===== config.mk =====
export PLATFORM = sky130hd
export DESIGN_NAME = ssah_top
export DESIGN_NICKNAME = d
export VERILOG_FILES = /design/src/logic/ssah_sync.v /design/src/logic/ssah_top.v
export VERILOG_INCLUDE_DIRS = /design/src /design/src/logic
export SDC_FILE = /design/constraint.sdc
export NUM_CORES = 1
export LEC_CHECK = 0
export BUFFER_PORTS_ARGS = -buffer_cell sky130_fd_sc_hd__buf_2
export CELL_PAD_IN_SITES_DETAIL_PLACEMENT = 1
export CELL_PAD_IN_SITES_GLOBAL_PLACEMENT = 2
export CORE_MARGIN = 10
export CORE_UTILIZATION = 25
export CTS_CLUSTER_DIAMETER = 80
export DETAILED_ROUTE_END_ITERATION = 12
export PLACE_DENSITY = 0.83
export SLEW_MARGIN = 20
export SYNTH_ARGS = -nofsm -noshare
export SYNTH_HDL_FRONTEND = slang
export SYNTH_SLANG_ARGS = --single-unit

===== constraint.sdc =====
create_clock -name ref_clk_i -period 2.4 [get_ports ref_clk_i]
set_input_delay 0.36 -clock ref_clk_i [delete_from_list [all_inputs] [get_ports ref_clk_i]]
set_output_delay 0.36 -clock ref_clk_i [all_outputs]
set_load 0.02 [all_outputs]

===== src/logic/ssah_map.vh =====
// Constants of the safe-stop alarm handler
// Operation
// (RQ1) Input function codes: none, reset, card-trip
// (RQ2) Card-trip function on one input only
// (RQ3) Card-trip input not motor thermistor source
// (RQ4) Reaction code register, alarm default after reset
// (RQ5) Codes four to nine need card present
// (RQ6) Alarm reactions coast, latch until manual reset
// (RQ7) Card warnings restart when both inputs clear
// (RQ8) Code three restarts when terminal restored
// (RQ9) Codes five, seven hold while indicator asserted
// (RQ10) Four, five card only; six-nine combined
// (RQ11) Report relay and card codes per reaction
// (RQ12) Eight, nine mix alarm and warning
// (RQ13) Indicator input selects reported source
// (RQ14) Safe-stop failure raises dangerous-failure alarm
// (RQ15) Detect unexpected indicator and terminal combinations
// (RQ16) Card output high normal, low on trip
// (RQ17) Dangerous failure latched, no auto clear
`ifndef SSAH_MAP_VH
`define SSAH_MAP_VH

// ----------------------------------------
// Digital input function codes
// ----------------------------------------
`define SSAH_FN_NONE 8'h00
`define SSAH_FN_RESET 8'h01
`define SSAH_FN_CARD 8'h50

// ----------------------------------------
// Reaction codes
// ----------------------------------------
`define SSAH_RC_OFF 4'h0
`define SSAH_RC_ALARM 4'h1
`define SSAH_RC_WARN 4'h3
`define SSAH_RC_CARD_A 4'h4
`define SSAH_RC_CARD_W 4'h5
`define SSAH_RC_BOTH_A 4'h6
`define SSAH_RC_BOTH_W 4'h7
`define SSAH_RC_BOTH_AW 4'h8
`define SSAH_RC_BOTH_WA 4'h9
`define SSAH_RC_RESET 4'h1

// ----------------------------------------
// Reported codes
// ----------------------------------------
`define SSAH_CODE_RELAY 8'h44
`define SSAH_CODE_CARD 8'h47
`define SSAH_CODE_DANGER 8'h48

// ----------------------------------------
// Input count
// ----------------------------------------
`define SSAH_NUM_DI 4
// Synchroniser reset: terminal bit idles high, digital inputs low
`define SSAH_SYNC_RST {1'b1, {`SSAH_NUM_DI{1'b0}}}

`endif


===== src/logic/ssah_sync.v =====
// Two-stage synchroniser for a bank of pin inputs
`timescale 1ns/100ps
module ssah_sync
#(
	parameter W = 1,
	parameter [W-1:0] RST = {W{1'b0}}
)
(
	// Clock and reset
	input wire ref_clk_i,
	input wire arst_n_i,
	// Data
	input wire [W-1:0] async_i,
	output reg [W-1:0] sync_o
);
	reg [W-1:0] meta_q;

	// Each bit resets to its pin's idle level, so no false event follows reset
	always @(posedge ref_clk_i or negedge arst_n_i)
	begin
		if (!arst_n_i)
		begin
			meta_q <= RST;
			sync_o <= RST;
		end
		else
		begin
			meta_q <= async_i;
			sync_o <= meta_q;
		end
	end
endmodule


===== src/logic/ssah_top.v =====
// Safe-stop alarm handler with thermistor card support
`timescale 1ns/100ps
`include "ssah_map.vh"
module ssah_top
(
	// Clock and reset
	input wire ref_clk_i,
	input wire arst_n_i,
	// Pins: safe-stop terminal (low = stop) and digital inputs
	input wire safe_stop_n_i,
	input wire [`SSAH_NUM_DI-1:0] digital_input_i,
	// Configuration
	input wire [4*8-1:0] di_function_i,
	input wire [3:0] reaction_code_i,
	input wire reaction_load_i,
	input wire card_present_i,
	// Reset commands from bus and keypad
	input wire bus_reset_i,
	input wire local_keypad_reset_i,
	// Status
	output reg [3:0] reaction_code_o,
	output reg coast_o,
	output reg relay_stop_alarm_o,
	output reg relay_stop_warning_o,
	output reg card_stop_alarm_o,
	output reg card_stop_warning_o,
	output reg dangerous_failure_alarm_o,
	output reg [7:0] alarm_code_o,
	output reg [7:0] warning_code_o,
	output reg config_error_o
);
	// ----------------------------------------
	// Input synchronisation
	// ----------------------------------------
	wire [`SSAH_NUM_DI:0] pins_s;
	ssah_sync #(.W(`SSAH_NUM_DI+1), .RST(`SSAH_SYNC_RST)) u_sync
	(
		.ref_clk_i(ref_clk_i),
		.arst_n_i(arst_n_i),
		.async_i({safe_stop_n_i, digital_input_i}),
		.sync_o(pins_s)
	);
	wire ss_active = ~pins_s[`SSAH_NUM_DI];
	wire [`SSAH_NUM_DI-1:0] di_s = pins_s[`SSAH_NUM_DI-1:0];

	// ----------------------------------------
	// Input function decode
	// ----------------------------------------
	wire [`SSAH_NUM_DI-1:0] is_reset;
	wire [`SSAH_NUM_DI-1:0] is_card;
	genvar g;
	generate
		for (g = 0; g < `SSAH_NUM_DI; g = g + 1)
		begin : g_di
			// Unknown codes behave as no operation
			assign is_reset[g] = (di_function_i[g*8 +: 8] == `SSAH_FN_RESET); // [RQ1]
			assign is_card[g] = (di_function_i[g*8 +: 8] == `SSAH_FN_CARD); // [RQ1]
		end
	endgenerate
	wire di_reset = |(is_reset & di_s);
	wire card_trip = |(is_card & di_s); // [RQ13]
	wire card_fn_any = |is_card;
	// Several card-trip inputs is a configuration fault of the far side
	wire card_fn_multi = (is_card & (is_card - 1'b1)) != {`SSAH_NUM_DI{1'b0}}; // [RQ2]

	// ----------------------------------------
	// Reaction code register
	// ----------------------------------------
	reg [3:0] rc_q;
	wire rc_card_code = (reaction_code_i >= `SSAH_RC_CARD_A) &&
		(reaction_code_i <= `SSAH_RC_BOTH_WA);
	wire rc_legal = (reaction_code_i == `SSAH_RC_OFF) || (reaction_code_i == `SSAH_RC_ALARM) ||
		(reaction_code_i == `SSAH_RC_WARN) || (rc_card_code && card_present_i); // [RQ5]
	always @(posedge ref_clk_i or negedge arst_n_i)
	begin
		if (!arst_n_i)
			rc_q <= `SSAH_RC_RESET; // [RQ4]
		else if (reaction_load_i && rc_legal)
			rc_q <= reaction_code_i; // [RQ4]
	end

	// ----------------------------------------
	// Per-code behaviour
	// ----------------------------------------
	reg relay_alarm;
	reg relay_warn;
	reg card_alarm;
	reg card_warn;
	reg card_only;
	always @*
	begin
		relay_alarm = 1'b0;
		relay_warn = 1'b0;
		card_alarm = 1'b0;
		card_warn = 1'b0;
		card_only = 1'b0;
		case (rc_q)
			`SSAH_RC_ALARM: relay_alarm = 1'b1; // [RQ11]
			`SSAH_RC_WARN: relay_warn = 1'b1; // [RQ11]
			`SSAH_RC_CARD_A:
			begin
				card_alarm = 1'b1;
				card_only = 1'b1; // [RQ10]
			end
			`SSAH_RC_CARD_W:
			begin
				card_warn = 1'b1;
				card_only = 1'b1; // [RQ10]
			end
			`SSAH_RC_BOTH_A:
			begin
				card_alarm = 1'b1;
				relay_alarm = 1'b1; // [RQ11]
			end
			`SSAH_RC_BOTH_W:
			begin
				card_warn = 1'b1;
				relay_warn = 1'b1; // [RQ11]
			end
			`SSAH_RC_BOTH_AW:
			begin
				card_alarm = 1'b1;
				relay_warn = 1'b1; // [RQ12]
			end
			`SSAH_RC_BOTH_WA:
			begin
				card_warn = 1'b1;
				relay_alarm = 1'b1; // [RQ12]
			end
			default:
			begin
				relay_alarm = 1'b0;
			end
		endcase
	end
	wire card_mode = card_alarm | card_warn;
	// Indicator is ignored where no card code is chosen
	wire trip_seen = card_mode & card_trip;

	// ----------------------------------------
	// Source classification and fault detect
	// ----------------------------------------
	wire from_card = ss_active & trip_seen; // [RQ13]
	wire from_relay = ss_active & ~trip_seen & ~card_only; // [RQ10]
	wire danger_now = card_mode & ((trip_seen & ~ss_active) |
		(card_only & ss_active & ~card_trip)); // [RQ15]
	wire manual_reset = bus_reset_i | local_keypad_reset_i | di_reset;

	// ----------------------------------------
	// Latches
	// ----------------------------------------
	reg ra_q;
	reg ca_q;
	reg df_q;
	always @(posedge ref_clk_i or negedge arst_n_i)
	begin
		if (!arst_n_i)
		begin
			ra_q <= 1'b0;
			ca_q <= 1'b0;
			df_q <= 1'b0;
		end
		else
		begin
			// Set wins over reset while the cause stands
			if (from_relay && relay_alarm)
				ra_q <= 1'b1; // [RQ6]
			else if (manual_reset && !ss_active)
				ra_q <= 1'b0; // [RQ6]
			if (from_card && card_alarm)
				ca_q <= 1'b1; // [RQ6]
			else if (manual_reset && !ss_active && !card_trip)
				ca_q <= 1'b0; // [RQ6]
			// Trip lock: only a manual reset with the cause gone clears it
			if (danger_now)
				df_q <= 1'b1; // [RQ14]
			else if (manual_reset)
				df_q <= 1'b0; // [RQ17]
		end
	end

	// Warnings follow live conditions; restart is automatic
	wire rw_now = from_relay & relay_warn; // [RQ8]
	// Only the indicator names the card as source; a bare stop is no card warning
	wire cw_now = card_warn & trip_seen; // [RQ9]
	// Coasting stays while safe stop or a card warning hold, or any latch
	wire coast_now = ss_active | ra_q | ca_q | df_q | cw_now |
		(from_relay & relay_alarm) | (from_card & card_alarm); // [RQ7]

	// ----------------------------------------
	// Output registers
	// ----------------------------------------
	always @(posedge ref_clk_i or negedge arst_n_i)
	begin
		if (!arst_n_i)
		begin
			reaction_code_o <= `SSAH_RC_RESET;
			coast_o <= 1'b0;
			relay_stop_alarm_o <= 1'b0;
			relay_stop_warning_o <= 1'b0;
			card_stop_alarm_o <= 1'b0;
			card_stop_warning_o <= 1'b0;
			dangerous_failure_alarm_o <= 1'b0;
			alarm_code_o <= 8'h00;
			warning_code_o <= 8'h00;
			config_error_o <= 1'b0;
		end
		else
		begin
			reaction_code_o <= rc_q;
			coast_o <= coast_now; // [RQ7]
			relay_stop_alarm_o <= ra_q;
			relay_stop_warning_o <= rw_now; // [RQ8]
			card_stop_alarm_o <= ca_q;
			card_stop_warning_o <= cw_now; // [RQ9]
			dangerous_failure_alarm_o <= df_q; // [RQ14]
			// Highest-priority alarm is shown when several are latched
			if (df_q)
				alarm_code_o <= `SSAH_CODE_DANGER; // [RQ14]
			else if (ca_q)
				alarm_code_o <= `SSAH_CODE_CARD; // [RQ11]
			else if (ra_q)
				alarm_code_o <= `SSAH_CODE_RELAY; // [RQ11]
			else
				alarm_code_o <= 8'h00;
			if (cw_now)
				warning_code_o <= `SSAH_CODE_CARD; // [RQ11]
			else if (rw_now)
				warning_code_o <= `SSAH_CODE_RELAY; // [RQ11]
			else
				warning_code_o <= 8'h00;
			config_error_o <= card_fn_multi | (card_mode & ~card_fn_any); // [RQ2]
		end
	end
endmodule

* Yosys cells after proc, flatten, opt, wreduce, memory -nomap -nowiden *
Cells that the tools add are included.

cells by class
  add/sub/neg operators = 1
  $lt $le $gt $ge = 2
  equality and inequality tests = 18
  mux-type cells = 16
  bitwise operators = 32
  reduce and logical (&&, ||, !) cells = 24

operators with widths
  kind                   number
  $mux W7                5
  $eq A8 B1 Y1 const B   4
  $eq A8 B7 Y1 const B   4
  $eq A4 B3 Y1 const B   4
  $and A1 B1 Y1          13
  $and A4 B4 Y4          3
  $reduce_or A3 Y1       4
  $reduce_or A4 Y1       3
  $mux W1                11
  $or A1 B1 Y1           11
  $eq A4 B1 Y1 const B   2
  $eq A4 B2 Y1 const B   2
  $eq A4 B4 Y1 const B   2
  $logic_and A1 B1 Y1    7
  $reduce_bool A2 Y1     3
  $not A1 Y1             5
  $ge A4 B3 Y1 const B   1
  $le A4 B4 Y1 const B   1
  $logic_not A4 Y1       1
  $reduce_bool A4 Y1     1
  $sub A4 B1 Y4 const B  1
  $logic_or A1 B1 Y1     3
  $reduce_or A2 Y1       1
  $logic_not A1 Y1       1

storage, ports and cells
  flip-flop bits (word level) = 44
  input bits = 47
  output and inout port bits = 27

* Logic depth before layout (Yosys ltp) *
Gate-level depths: netlist of run 1.

  depth in word-level cells = 11
  gate-level depth with buffers = 5

* Cells and area by module *
From an unflattened synthesis of run 1, not the netlist that was laid out.

second synthesis, totals
  cells, all modules = 130
  area total of the unflattened synthesis = 1467.7 µm²

by module, submodules not included
  module     instances  cells an instance  area each (µm²)  seq. area each (µm²)
  ssah_top   1          120                1214.9           553.0
  ssah_sync  1          10                 252.7            252.7

* Least setup slack after synthesis of run 1 *
OpenSTA, ideal clock, no wires.

  path kind = input to register
  start = input di_function_i[9]
  end = register warning_code_o[2]
  arrival time = 1.736 ns
  setup slack = 0.537 ns
  stages on the path = 5
  buffers on the path = 0
  cell sequence = or4_4 -> or4_4 -> nand4_4 -> mux2i_1 -> o22ai_1

between the ends
  word-level cells in the longest chain between the ends = 10
  elaborated cells on any way between the ends = 11
  classes of those cells = eq/ne (1); mux (2); bitwise (7); reduce/logical (1)

ends and longest elaborated chain
  element                            RTL line        source
  start: declaration                 ssah_top.v:13   input wire [4*8-1:0] di_function_i,
  $eq A8 B7 Y1 (no source line) (*)  --
  $and A4 B4 Y4 (*)                  ssah_top.v:61   wire card_trip = |(is_card & di_s);
  $reduce_or A4 Y1 (*)               ssah_top.v:61
  $and A1 B1 Y1 (*)                  ssah_top.v:138  wire trip_seen = card_mode & card_trip;
  $not A1 Y1                         ssah_top.v:144  wire from_relay = ss_active & ~trip_seen & ~card_only;
  $and A1 B1 Y1 (2 in a row)         ssah_top.v:144
  $and A1 B1 Y1                      ssah_top.v:183  wire rw_now = from_relay & relay_warn;
  $mux W7                            ssah_top.v:228  else if (rw_now)
  $mux W7 (*)                        ssah_top.v:226  if (cw_now)
  end signal: assignment             ssah_top.v:227  warning_code_o <= `SSAH_CODE_CARD;
  end signal: assignment             ssah_top.v:229  warning_code_o <= `SSAH_CODE_RELAY;
  end: declaration                   ssah_top.v:29   output reg [7:0] warning_code_o,

Mark *: on every way between the ends. The rest lies on a longest branch, timed or not.
A chain may end at the register's enable or synchronous reset.

* Worst setup path after layout of run 1 *
Ends and elaborated chain as after synthesis.

==> run_results.csv, run 1 <==
group,metric,value,unit
run_status,outcome,"completed",
global_routing,grt_pass1_vias,1315,
synthesis,ys_types,39,
synthesis,synth.most_common_cell,"dfrtp_1",
critical_path,reg2reg_to,"ra_q$_DFFE_PN0P_",
routing,drc_errors,0,
floorplan,dieArea,0.00933,mm²
critical_path,cp_max_fo,10,
floorplan,ios,74,
global_routing,antenna_found_initial,0,
placed_design,place_ws,0.339,ns
synthesis,synth.top_cell.area_share,0.478,
timing,rsz0062_at_grt,"no",
placed_design,place_hpwl,3.30,mm
global_routing,grtUsageMet3,0.0386,
placed_design,portBuffers,66,
timing,max_slew_margin,0.545,
cts,cts_tree,"built",
floorplan,start_util,0.261,
global_routing,top_usage_layer,"met2",
power_and_ir_drop,p_seq_frac,0.475,
routing,ant_nets,0,
power_and_ir_drop,vdd_drop_max,0.000310,V
power_and_ir_drop,combPwrFrac,0.209,
timing,fin_tns_setup,0,ns
power_and_ir_drop,clkPwrFrac,0.316,
routing,routedWlPerCell,14.8,µm
synthesis,syn_area_per_cell,11.2,µm²
routing,via_count,1188,
cts,htreeDepth,2,
timing,hold_viol,0,
global_routing,grt_max_degree,33,
timing,fin_worst_skew,0.00654,ns
cts,hold_buffers,0,
cts,clk_latency,0.28,ns
power_and_ir_drop,p_int,0.000999,W
cts,cts_inserted_buffers,5,
layout,nets,244,
critical_path,path_class,"in2reg",
cts,cts_buffer_depth,2,
floorplan,fp.coreArea,0.00561,mm²
floorplan,rows,27,
power_and_ir_drop,switchingPower,0.000410,W
timing,fin_crit,1.75,ns
floorplan,die_y,96.6,µm
critical_path,cp_common_cell,"or4_4",
critical_path,max_stage_delay,0.55,ns
synthesis,ys_ff_latch,32,
timing,hold-worst-slack,0.113,ns
synthesis,synth_flop_cell,"dfrtp_1",
routing,via_per_inst,4.40,
synthesis,netlist_instances,131,
routing,wirelength,3.98,mm
critical_path,path_delay_family,"simple AND/OR/NAND/NOR gates",
global_routing,met2_usage,0.148,
placed_design,routabilityCongestion,0.796,
global_routing,grt_use_total,0.0876,
critical_path,start_kind,"input port",
synthesis,yosys.area.top_type,"dfrtp_1",
layout,post_route_cells_drive_above_1_share,0.455,
cts,cts_resized,0,
critical_path,reg2reg_setup_slack,0.88,ns
critical_path,end_kind,"flip-flop",
power_and_ir_drop,swShare,0.291,
global_routing,met1_usage,0.0937,
critical_path,critPathBufInv,1,
cts,cts_num_sinks,32,
synthesis,ys_top_cells_by_count,"dfrtp_1, buf_4, a21oi_1, nor2_1, nor3_1",
timing,setup_viol,0,
cts,cts_setup_buffers,0,
synthesis,async_reset_ff_frac,1.00,
timing,worst_slack,0.645,ns
routing,dr.pass1.iters,4,
cts,path_clk_slew,0.07,ns
floorplan,die_w,96.6,µm
timing,drv_slew,0,
synthesis,synth_area_leaders,"dfrtp_1, dfstp_2, buf_4, a21oi_1, mux2_2",
layout,area_growth,30.4,%
critical_path,reg2reg_from,"u_sync.sync_o[2]$_DFF_PN0_",
global_routing,grt_overflow_total,0,
synthesis,synth_area,0.00147,mm²
global_routing,grt_pass1_wl,6.24,mm
synthesis,yosys_warnings,0,
critical_path,worstPathArrival,1.92,ns
timing,period_share,0.731,
run,maxCapViolCount,0,
power_and_ir_drop,powerDensity,737,mW/mm²
cts,cts-root-buf,"clkbuf_8",
routing,drt_iter0_markers,21,
timing,worst_pin_slew,0.682,ns
synthesis,synth-edff-count,0,
layout,insertedDiodeCount,0,
power_and_ir_drop,p_leak,0.931,nW
worst_hold_path,min_path_type,"in2async",
critical_path,cp.required,2.56,ns
critical_path,reg2regPathDepth,5,
timing,fmax,570,MHz
synthesis,synth_seq_area_share,0.549,
critical_path,worst_path_max_delay_cell,"or4_4",
critical_path,crit_chain,"buf_2 > or4_4 > or4_4 > nand4_4 > mux2i_1 > o22ai_1",
how the worst max path moves through the flow:
stage | cells past startpoint | from | slack (ns) | to
CTS | 6 | di_function_i[9] | 0.64 | warning_code_o[2]$_DFF_PN0_
global route | 6 | di_function_i[9] | 0.55 | warning_code_o[2]$_DFF_PN0_
finish | 6 | di_function_i[9] | 0.65 | warning_code_o[2]$_DFF_PN0_
global placement | 6 | di_function_i[9] | 0.38 | warning_code_o[2]$_DFF_PN0_
floorplan | 5 | di_function_i[9] | 0.54 | warning_code_o[2]$_DFF_PN0_
detailed placement | 6 | di_function_i[9] | 0.34 | warning_code_o[2]$_DFF_PN0_
placed cells by master, fill, tap and decap left out, types with 3 or more instances in the layout:
cell | Yosys | routed
dfrtp_1 | 28 | 28
nand3_1 | 6 | 6
nand2_1 | 4 | 4
buf_2 | 0 | 66
conb_1 | 1 | 7
mux2_2 | 4 | 4
nand2b_1 | 3 | 3
nor2_1 | 9 | 9
dfstp_2 | 4 | 4
nor4b_1 | 3 | 3
nor3_1 | 7 | 7
inv_1 | 5 | 5
a21oi_1 | 9 | 9
clkbuf_8 | 0 | 7
or4_1 | 3 | 3
cells by family (layout without fill, tap and decap cells):
kind of cell | count (synthesis) | count (layout) | share of synthesized area
mux | 5 | 5 | 0.0375
simple gates | 55 | 55 | 0.245
other cells | 1 | 7 | 0.00256
compound gates | 19 | 19 | 0.0802
flops | 32 | 32 | 0.549
xor+xnor | 1 | 1 | 0.00597
buf+inv | 18 | 79 | 0.0794
power groups by stage:
stage	registers (W)	clock network, W	logic [W]
2_1_floorplan	0.000722	0	0.000134
3_3_place_gp	0.000678	0	0.000297
3_5_place_dp	0.000680	0	0.000300
4_1_cts	0.000672	0.000460	0.000302
5_1_grt	0.000682	0.000492	0.000332
6_report	0.000669	0.000444	0.000295
final cells by class:
cell class,count,area (µm²)
clock buffers,8,100
inverters,5,18.8
repair buffers,66,330
flip-flops and latches,32,806
fillers,673,3700
multi-input cells,87,567
well taps,72,90.1
registers in the layout (all words and copies together) (netlist names):
signal and count:
reaction_code_o 4, relay_stop_warning_o 1, u_sync.sync_o 5, ra_q 1
config_error_o 1, warning_code_o 2, coast_o 1, u_sync.meta_q 5
ca_q 1, card_stop_alarm_o 1, alarm_code_o 4, relay_stop_alarm_o 1
df_q 1, rc_q 4
per-stage QoR:
stage / total power, W / area (µm²) / std cells / utilization
global route: 0.00151 / 1910 / 270 / 0.341
floorplan: 0.000857 / 1490 / 137 / -
finish: 0.00141 / 1910 / 270 / 0.341
detailed placement: 0.000980 / 1810 / 262 / 0.323
CTS: 0.00143 / 1910 / 270 / 0.341
global placement: 0.000974 / 1810 / 262 / 0.323
routing by layer:
| metal | routed length, µm | part of all wire | vias up |
|---|---|---|---|
| li1 | - | - | 586 |
| met1 | 1540 | 0.39 | 554 |
| met2 | 1990 | 0.50 | 40 |
| met3 | 401 | 0.10 | 8 |
| met4 | 55 | 0.014 | 0 |
| met5 | 0 | 0 | - |
Power figures use the tool's default switching activity.
==> run 2: changes to the inputs <==
--- a/config.mk
+++ b/config.mk
@@ -10,10 +10,10 @@
 export CELL_PAD_IN_SITES_DETAIL_PLACEMENT = 1
 export CELL_PAD_IN_SITES_GLOBAL_PLACEMENT = 2
 export CORE_MARGIN = 10
-export CORE_UTILIZATION = 25
+export CORE_UTILIZATION = 24
 export CTS_CLUSTER_DIAMETER = 80
 export DETAILED_ROUTE_END_ITERATION = 12
-export PLACE_DENSITY = 0.83
+export PLACE_DENSITY = 0.84
 export SLEW_MARGIN = 20
 export SYNTH_ARGS = -nofsm -noshare
 export SYNTH_HDL_FRONTEND = slang
==> constraint.sdc (replaced) <==
create_clock -name ref_clk_i -period 1.5 [get_ports ref_clk_i]
set_input_delay 0.225 -clock ref_clk_i [delete_from_list [all_inputs] [get_ports ref_clk_i]]
set_output_delay 0.225 -clock ref_clk_i [all_outputs]
set_load 0.02 [all_outputs]
==> run_results.csv, run 2 (synthesis gave the netlist of run 1 again) <==
group,metric,value,unit
timing,fin_crit,1.59,ns
placed_design,routabilityCongestion,0.772,
cts,htreeDepth,2,
critical_path,crit_start,"di_function_i[9]",
floorplan,rows,28,
floorplan,start_util,0.248,
power_and_ir_drop,powerDensity,1100,mW/mm²
timing,fmax,629,MHz
layout,insertedDiodeCount,0,
run_status,violations,"negative setup slack",
critical_path,worst_path_max_delay_cell,"or4_4",
run_status,outcome,"complete, but fails checks",
timing,worst_slack,-0.0906,ns
critical_path,end_kind,"flip-flop",
critical_path,reg2reg_setup_slack,-0.01,ns
timing,hold-worst-slack,0.0324,ns
timing,drv_slew,0,
routing,ant_nets,0,
layout,seq_area,806,µm²
cts,path_clk_slew,0.06,ns
critical_path,worstSetupEndpoint,"warning_code_o[2]$_DFF_PN0_",
placed_design,place_hpwl,3.48,mm
run,maxCapViolCount,0,
routing,dr.pass1.iters,4,
critical_path,start_kind,"input port",
routing,drt_iter0_markers,15,
timing,rsz0062_at_grt,"yes",
critical_path,path_delay_family,"simple AND/OR/NAND/NOR gates",
worst_hold_path,min_from,"safe_stop_n_i",
timing,fin_worst_skew,0.00130,ns
routing,via_per_inst,4.41,
global_routing,grt_use_total,0.0899,
critical_path,cp.required,1.67,ns
layout,multi_input_area,611,µm²
critical_path,reg2reg_from,"u_sync.sync_o[0]$_DFF_PN0_",
cts,cts_num_sinks,32,
critical_path,reg2reg_to,"relay_stop_warning_o$_DFF_PN0_",
cts,cts-root-buf,"clkbuf_8",
critical_path,worstPathArrival,1.76,ns
layout,mostFrequentLayoutCells,"buf_2, dfrtp_1, buf_4",
layout,fill_cells,675,
floorplan,ios,74,
layout,post_route_cells_drive_above_1_share,0.531,
placed_design,place_ws,-0.431,ns
power_and_ir_drop,p_seq_frac,0.473,
routing,routedWlPerCell,14.8,µm
layout,reg.largest.list,"u_sync.meta_q: 5 flops, u_sync.sync_o: 5 flops",
placed_design,portBuffers,66,
routing,via_count,1262,
layout,area_growth,41.5,%
cts,cts_tree,"built",
layout,nets,257,
critical_path,cp_common_cell,"or4_4",
power_and_ir_drop,vdd_drop_max,0.000599,V
critical_path,cp_max_fo,8,
power_and_ir_drop,combPwrFrac,0.229,
cts,cts_buffer_depth,2,
global_routing,antenna_found_initial,0,
power_and_ir_drop,p_leak,1.01,nW
layout,final_area,0.00207,mm²
timing,fin_tns_setup,-0.261,ns
critical_path,crit_chain,"buf_6 > or4_4 > or4_4 > nand4_4 > mux2i_2 > o22ai_1",
placed_design,place_area,0.00190,mm²
global_routing,grt_pass1_wl,7.05,mm
global_routing,grt_pass1_vias,1477,
floorplan,dieArea,0.00964,mm²
power_and_ir_drop,p_int,0.00158,W
power_and_ir_drop,swShare,0.305,
critical_path,cp.depth,6,
worst_hold_path,min_path_type,"in2reg",
floorplan,fp.coreArea,0.00592,mm²
cts,clk_latency,0.29,ns
critical_path,critPathBufInv,1,
layout,layout_commonest_cell,"buf_2",
global_routing,grt_max_degree,33,
global_routing,grt_overflow_total,0,
timing,hold_viol,0,
critical_path,path_class,"in2reg",
routing,wirelength,4.24,mm
timing,setup_viol,5,
timing,period_share,1.06,
floorplan,die_y,98.2,µm
critical_path,reg2regPathDepth,5,
power_and_ir_drop,switchingPower,0.000692,W
power_and_ir_drop,clkPwrFrac,0.298,
floorplan,die_w,98.2,µm
critical_path,max_stage_delay,0.53,ns
routing,drc_errors,0,
cts,cts_inserted_buffers,5,
## run 2: worst min-delay path by stage
stage | cells past startpoint | slack [ns] | endpoint
final | 1 | 0.03 | u_sync.meta_q[4]$_DFF_PN1_
after global routing | 1 | 0.02 | u_sync.meta_q[4]$_DFF_PN1_
after CTS | 1 | 0.02 | u_sync.meta_q[4]$_DFF_PN1_
after detailed placement | 2 | 0.19 | u_sync.sync_o[0]$_DFF_PN0_
after global placement | 2 | 0.19 | config_error_o$_DFF_PN0_
after floorplan | 0 | -0.07 | alarm_code_o[1]$_DFF_PN0_
## run 2: repair_timing
action / in CTS / in global routing
pin swaps: 3 / 8
endpoints found under the setup margin: 4 / 6
buffers inserted: 2 / 0
endpoints found under the hold margin: 28 / 0
gates resized for setup: 2 / 10
hold buffers: 1 / 0
## run 2: routing by layer
| layer | share of wire | track usage | vias up |
|---|---|---|---|
| met5 | 0 | 0 | - |
| met4 | 0.024 | 0.0463 | 0 |
| met3 | 0.073 | 0.0388 | 10 |
| met2 | 0.48 | 0.143 | 45 |
| met1 | 0.43 | 0.100 | 592 |
| li1 | - | - | 615 |
## run 2: layout make-up
type                            instances  share of cell area
Multi-Input combinational cell         87               0.294
Clock buffer                            6              0.0398
Inverter                                5             0.00905
Sequential cell                        32               0.388
Tap cell                               75              0.0452
Timing Repair Buffer                   79               0.218
Clock inverter                          2             0.00483
## run 2: worst register-to-register path, stage by stage, from the launching register on
cell and delay, ns:
dfrtp_1 0.39, nand4_1 0.15, nand4_4 0.17, buf_6 0.17, or3_2 0.45, a21oi_2 0.12
## run 2: stage by stage
stage / total power (W) / utilization / std cells
after floorplan: 0.00137 / - / 137
after global placement: 0.00159 / 0.321 / 275
after detailed placement: 0.00160 / 0.321 / 275
after CTS: 0.00229 / 0.343 / 286
after global routing: 0.00242 / 0.350 / 286
final: 0.00227 / 0.350 / 286
## run 2: power by group through the flow
stage / clock, W / combinational [W] / sequential, W
CTS: 0.000699 / 0.000515 / 0.00108
floorplan: 0 / 0.000215 / 0.00116
detailed placement: 0 / 0.000508 / 0.00109
global route: 0.000752 / 0.000578 / 0.00109
finish: 0.000678 / 0.000520 / 0.00107
global placement: 0 / 0.000500 / 0.00109
==> run 3: changes to the inputs <==
--- a/config.mk
+++ b/config.mk
@@ -13,7 +13,8 @@
 export CORE_UTILIZATION = 24
 export CTS_CLUSTER_DIAMETER = 80
 export DETAILED_ROUTE_END_ITERATION = 12
-export PLACE_DENSITY = 0.84
+export PLACE_DENSITY = 0.85
+export SKIP_CTS_REPAIR_TIMING = 1
 export SLEW_MARGIN = 20
 export SYNTH_ARGS = -nofsm -noshare
 export SYNTH_HDL_FRONTEND = slang
==> run_results.csv, run 3 (synthesis gave the netlist of run 1 again) <==
group,metric,value,unit
global_routing,grt_use_total,0.0849,
global_routing,antenna_found_initial,0,
routing,drc_errors,0,
critical_path,worstPathArrival,1.76,ns
timing,fin_worst_skew,0.00277,ns
floorplan,ios,74,
routing,ant_nets,0,
cts,htreeDepth,2,
timing,hold-worst-slack,-0.0488,ns
power_and_ir_drop,vdd_drop_max,0.000503,V
critical_path,cp.required,1.66,ns
routing,drt_iter0_markers,16,
placed_design,place_ws,-0.439,ns
run_status,violations,"negative hold slack, negative setup slack",
timing,fmax,626,MHz
cts,cts-root-buf,"clkbuf_8",
cts,cts_num_sinks,32,
power_and_ir_drop,powerDensity,1100,mW/mm²
timing,fin_crit,1.60,ns
layout,nets,256,
timing,max_slew_margin,0.594,
timing,period_share,1.06,
timing,drv_slew,0,
global_routing,grt_pass1_vias,1361,
cts,cts_buffer_depth,2,
floorplan,die_y,98.2,µm
floorplan,die_w,98.2,µm
placed_design,routabilityCongestion,0.783,
power_and_ir_drop,finalPower,0.00225,W
placed_design,portBuffers,66,
worst_hold_path,min_path_type,"in2async",
layout,reg.largest.list,"u_sync.meta_q: 5 flops, u_sync.sync_o: 5 flops",
floorplan,rows,28,
routing,wirelength,4.26,mm
timing,hold_viol,22,
timing,worst_slack,-0.0967,ns
timing,rsz0062_at_grt,"yes",
layout,layout_commonest_cell,"buf_2",
layout,insertedDiodeCount,0,
routing,routedWlPerCell,15.0,µm
layout,fill_cells,688,
power_and_ir_drop,p_leak,0.996,nW
run,maxCapViolCount,0,
critical_path,path_class,"in2reg",
placed_design,place_hpwl,3.52,mm
routing,via_per_inst,4.45,
critical_path,cp_max_fo,5,
layout,final_core_util,0.346,
cts,cts_tree,"built",
critical_path,end_kind,"flip-flop",
floorplan,start_util,0.248,
layout,mostFrequentLayoutCells,"buf_2, dfrtp_1, buf_4",
run_status,outcome,"complete, but fails checks",
layout,area_growth,39.6,%
timing,setup_viol,3,
routing,dr.pass1.iters,4,
routing,via_count,1269,
layout,post_route_cells_drive_above_1_share,0.524,
global_routing,grt_max_degree,29,
timing,fin_tns_setup,-0.141,ns
critical_path,start_kind,"input port",
cts,clk_latency,0.28,ns
floorplan,fp.coreArea,0.00592,mm²
global_routing,grt_pass1_wl,6.59,mm
global_routing,grt_overflow_total,0,
timing,worst_pin_slew,0.608,ns
floorplan,dieArea,0.00964,mm²
cts,cts_inserted_buffers,5,
cts,path_clk_slew,0.06,ns
-- run 3: per-layer routing --
layer | global-route usage | vias up | share of wire
met2 | 0.146 | 44 | 0.51
met3 | 0.0423 | 5 | 0.095
met1 | 0.0854 | 603 | 0.38
met4 | 0.0364 | 0 | 0.013
li1 | - | 617 | -
met5 | 0 | - | 0
-- run 3: layout make-up --
class,count,area (µm²),area share
inverters,5,18.8,0.00917
multi-input cells,88,617,0.301
clock inverters,2,10.0,0.00489
well taps,75,93.8,0.0458
repair buffers,77,419,0.205
clock buffers,6,82.6,0.0403
flip-flops and latches,32,806,0.394
-- run 3: worst paths after layout --
check / end / cells past startpoint / slack [ns] / from
max: warning_code_o[2]$_DFF_PN0_ / 6 / -0.1 / di_function_i[9]
min: warning_code_o[1]$_DFF_PN0_ / 1 / -0.05 / arst_n_i
max reg2reg: df_q$_DFFE_PN0P_ / 5 / -0.04 / u_sync.sync_o[1]$_DFF_PN0_
min reg2reg: u_sync.sync_o[0]$_DFF_PN0_ / 0 / 0.35 / u_sync.meta_q[0]$_DFF_PN0_
max in group asynchronous: reaction_code_o[2]$_DFF_PN0_ / 2 / 1.04 / arst_n_i
min in group ref_clk_i: u_sync.meta_q[4]$_DFF_PN1_ / 1 / 0.04 / safe_stop_n_i
-- run 3: power breakdown --
| group | switching, W | total (W) | internal (W) |
|---|---|---|---|
| clock network | 0.000307 | 0.000673 | 0.000365 |
| logic | 0.000296 | 0.000508 | 0.000212 |
| registers | 0.0000775 | 0.00107 | 0.000993 |
| total | 0.000681 | 0.00225 | 0.00157 |
-- run 3: critical path: stages --
cell and delay, ns:
buf_6 0.09, or4_4 0.53, or4_4 0.47, nand4_4 0.12
mux2i_1 0.22, o22ai_1 0.11
-- run 3: metrics by stage --
| stage | instances | cell area (µm²) | hold WS, ns |
|---|---|---|---|
| after floorplan | 137 | 1490 | -0.0706 |
| after global placement | 275 | 1890 | 0.276 |
| after detailed placement | 275 | 1890 | 0.287 |
| after CTS | 283 | 1980 | -0.0250 |
| after global routing | 285 | 2050 | 0.0102 |
| final | 285 | 2050 | -0.0488 |
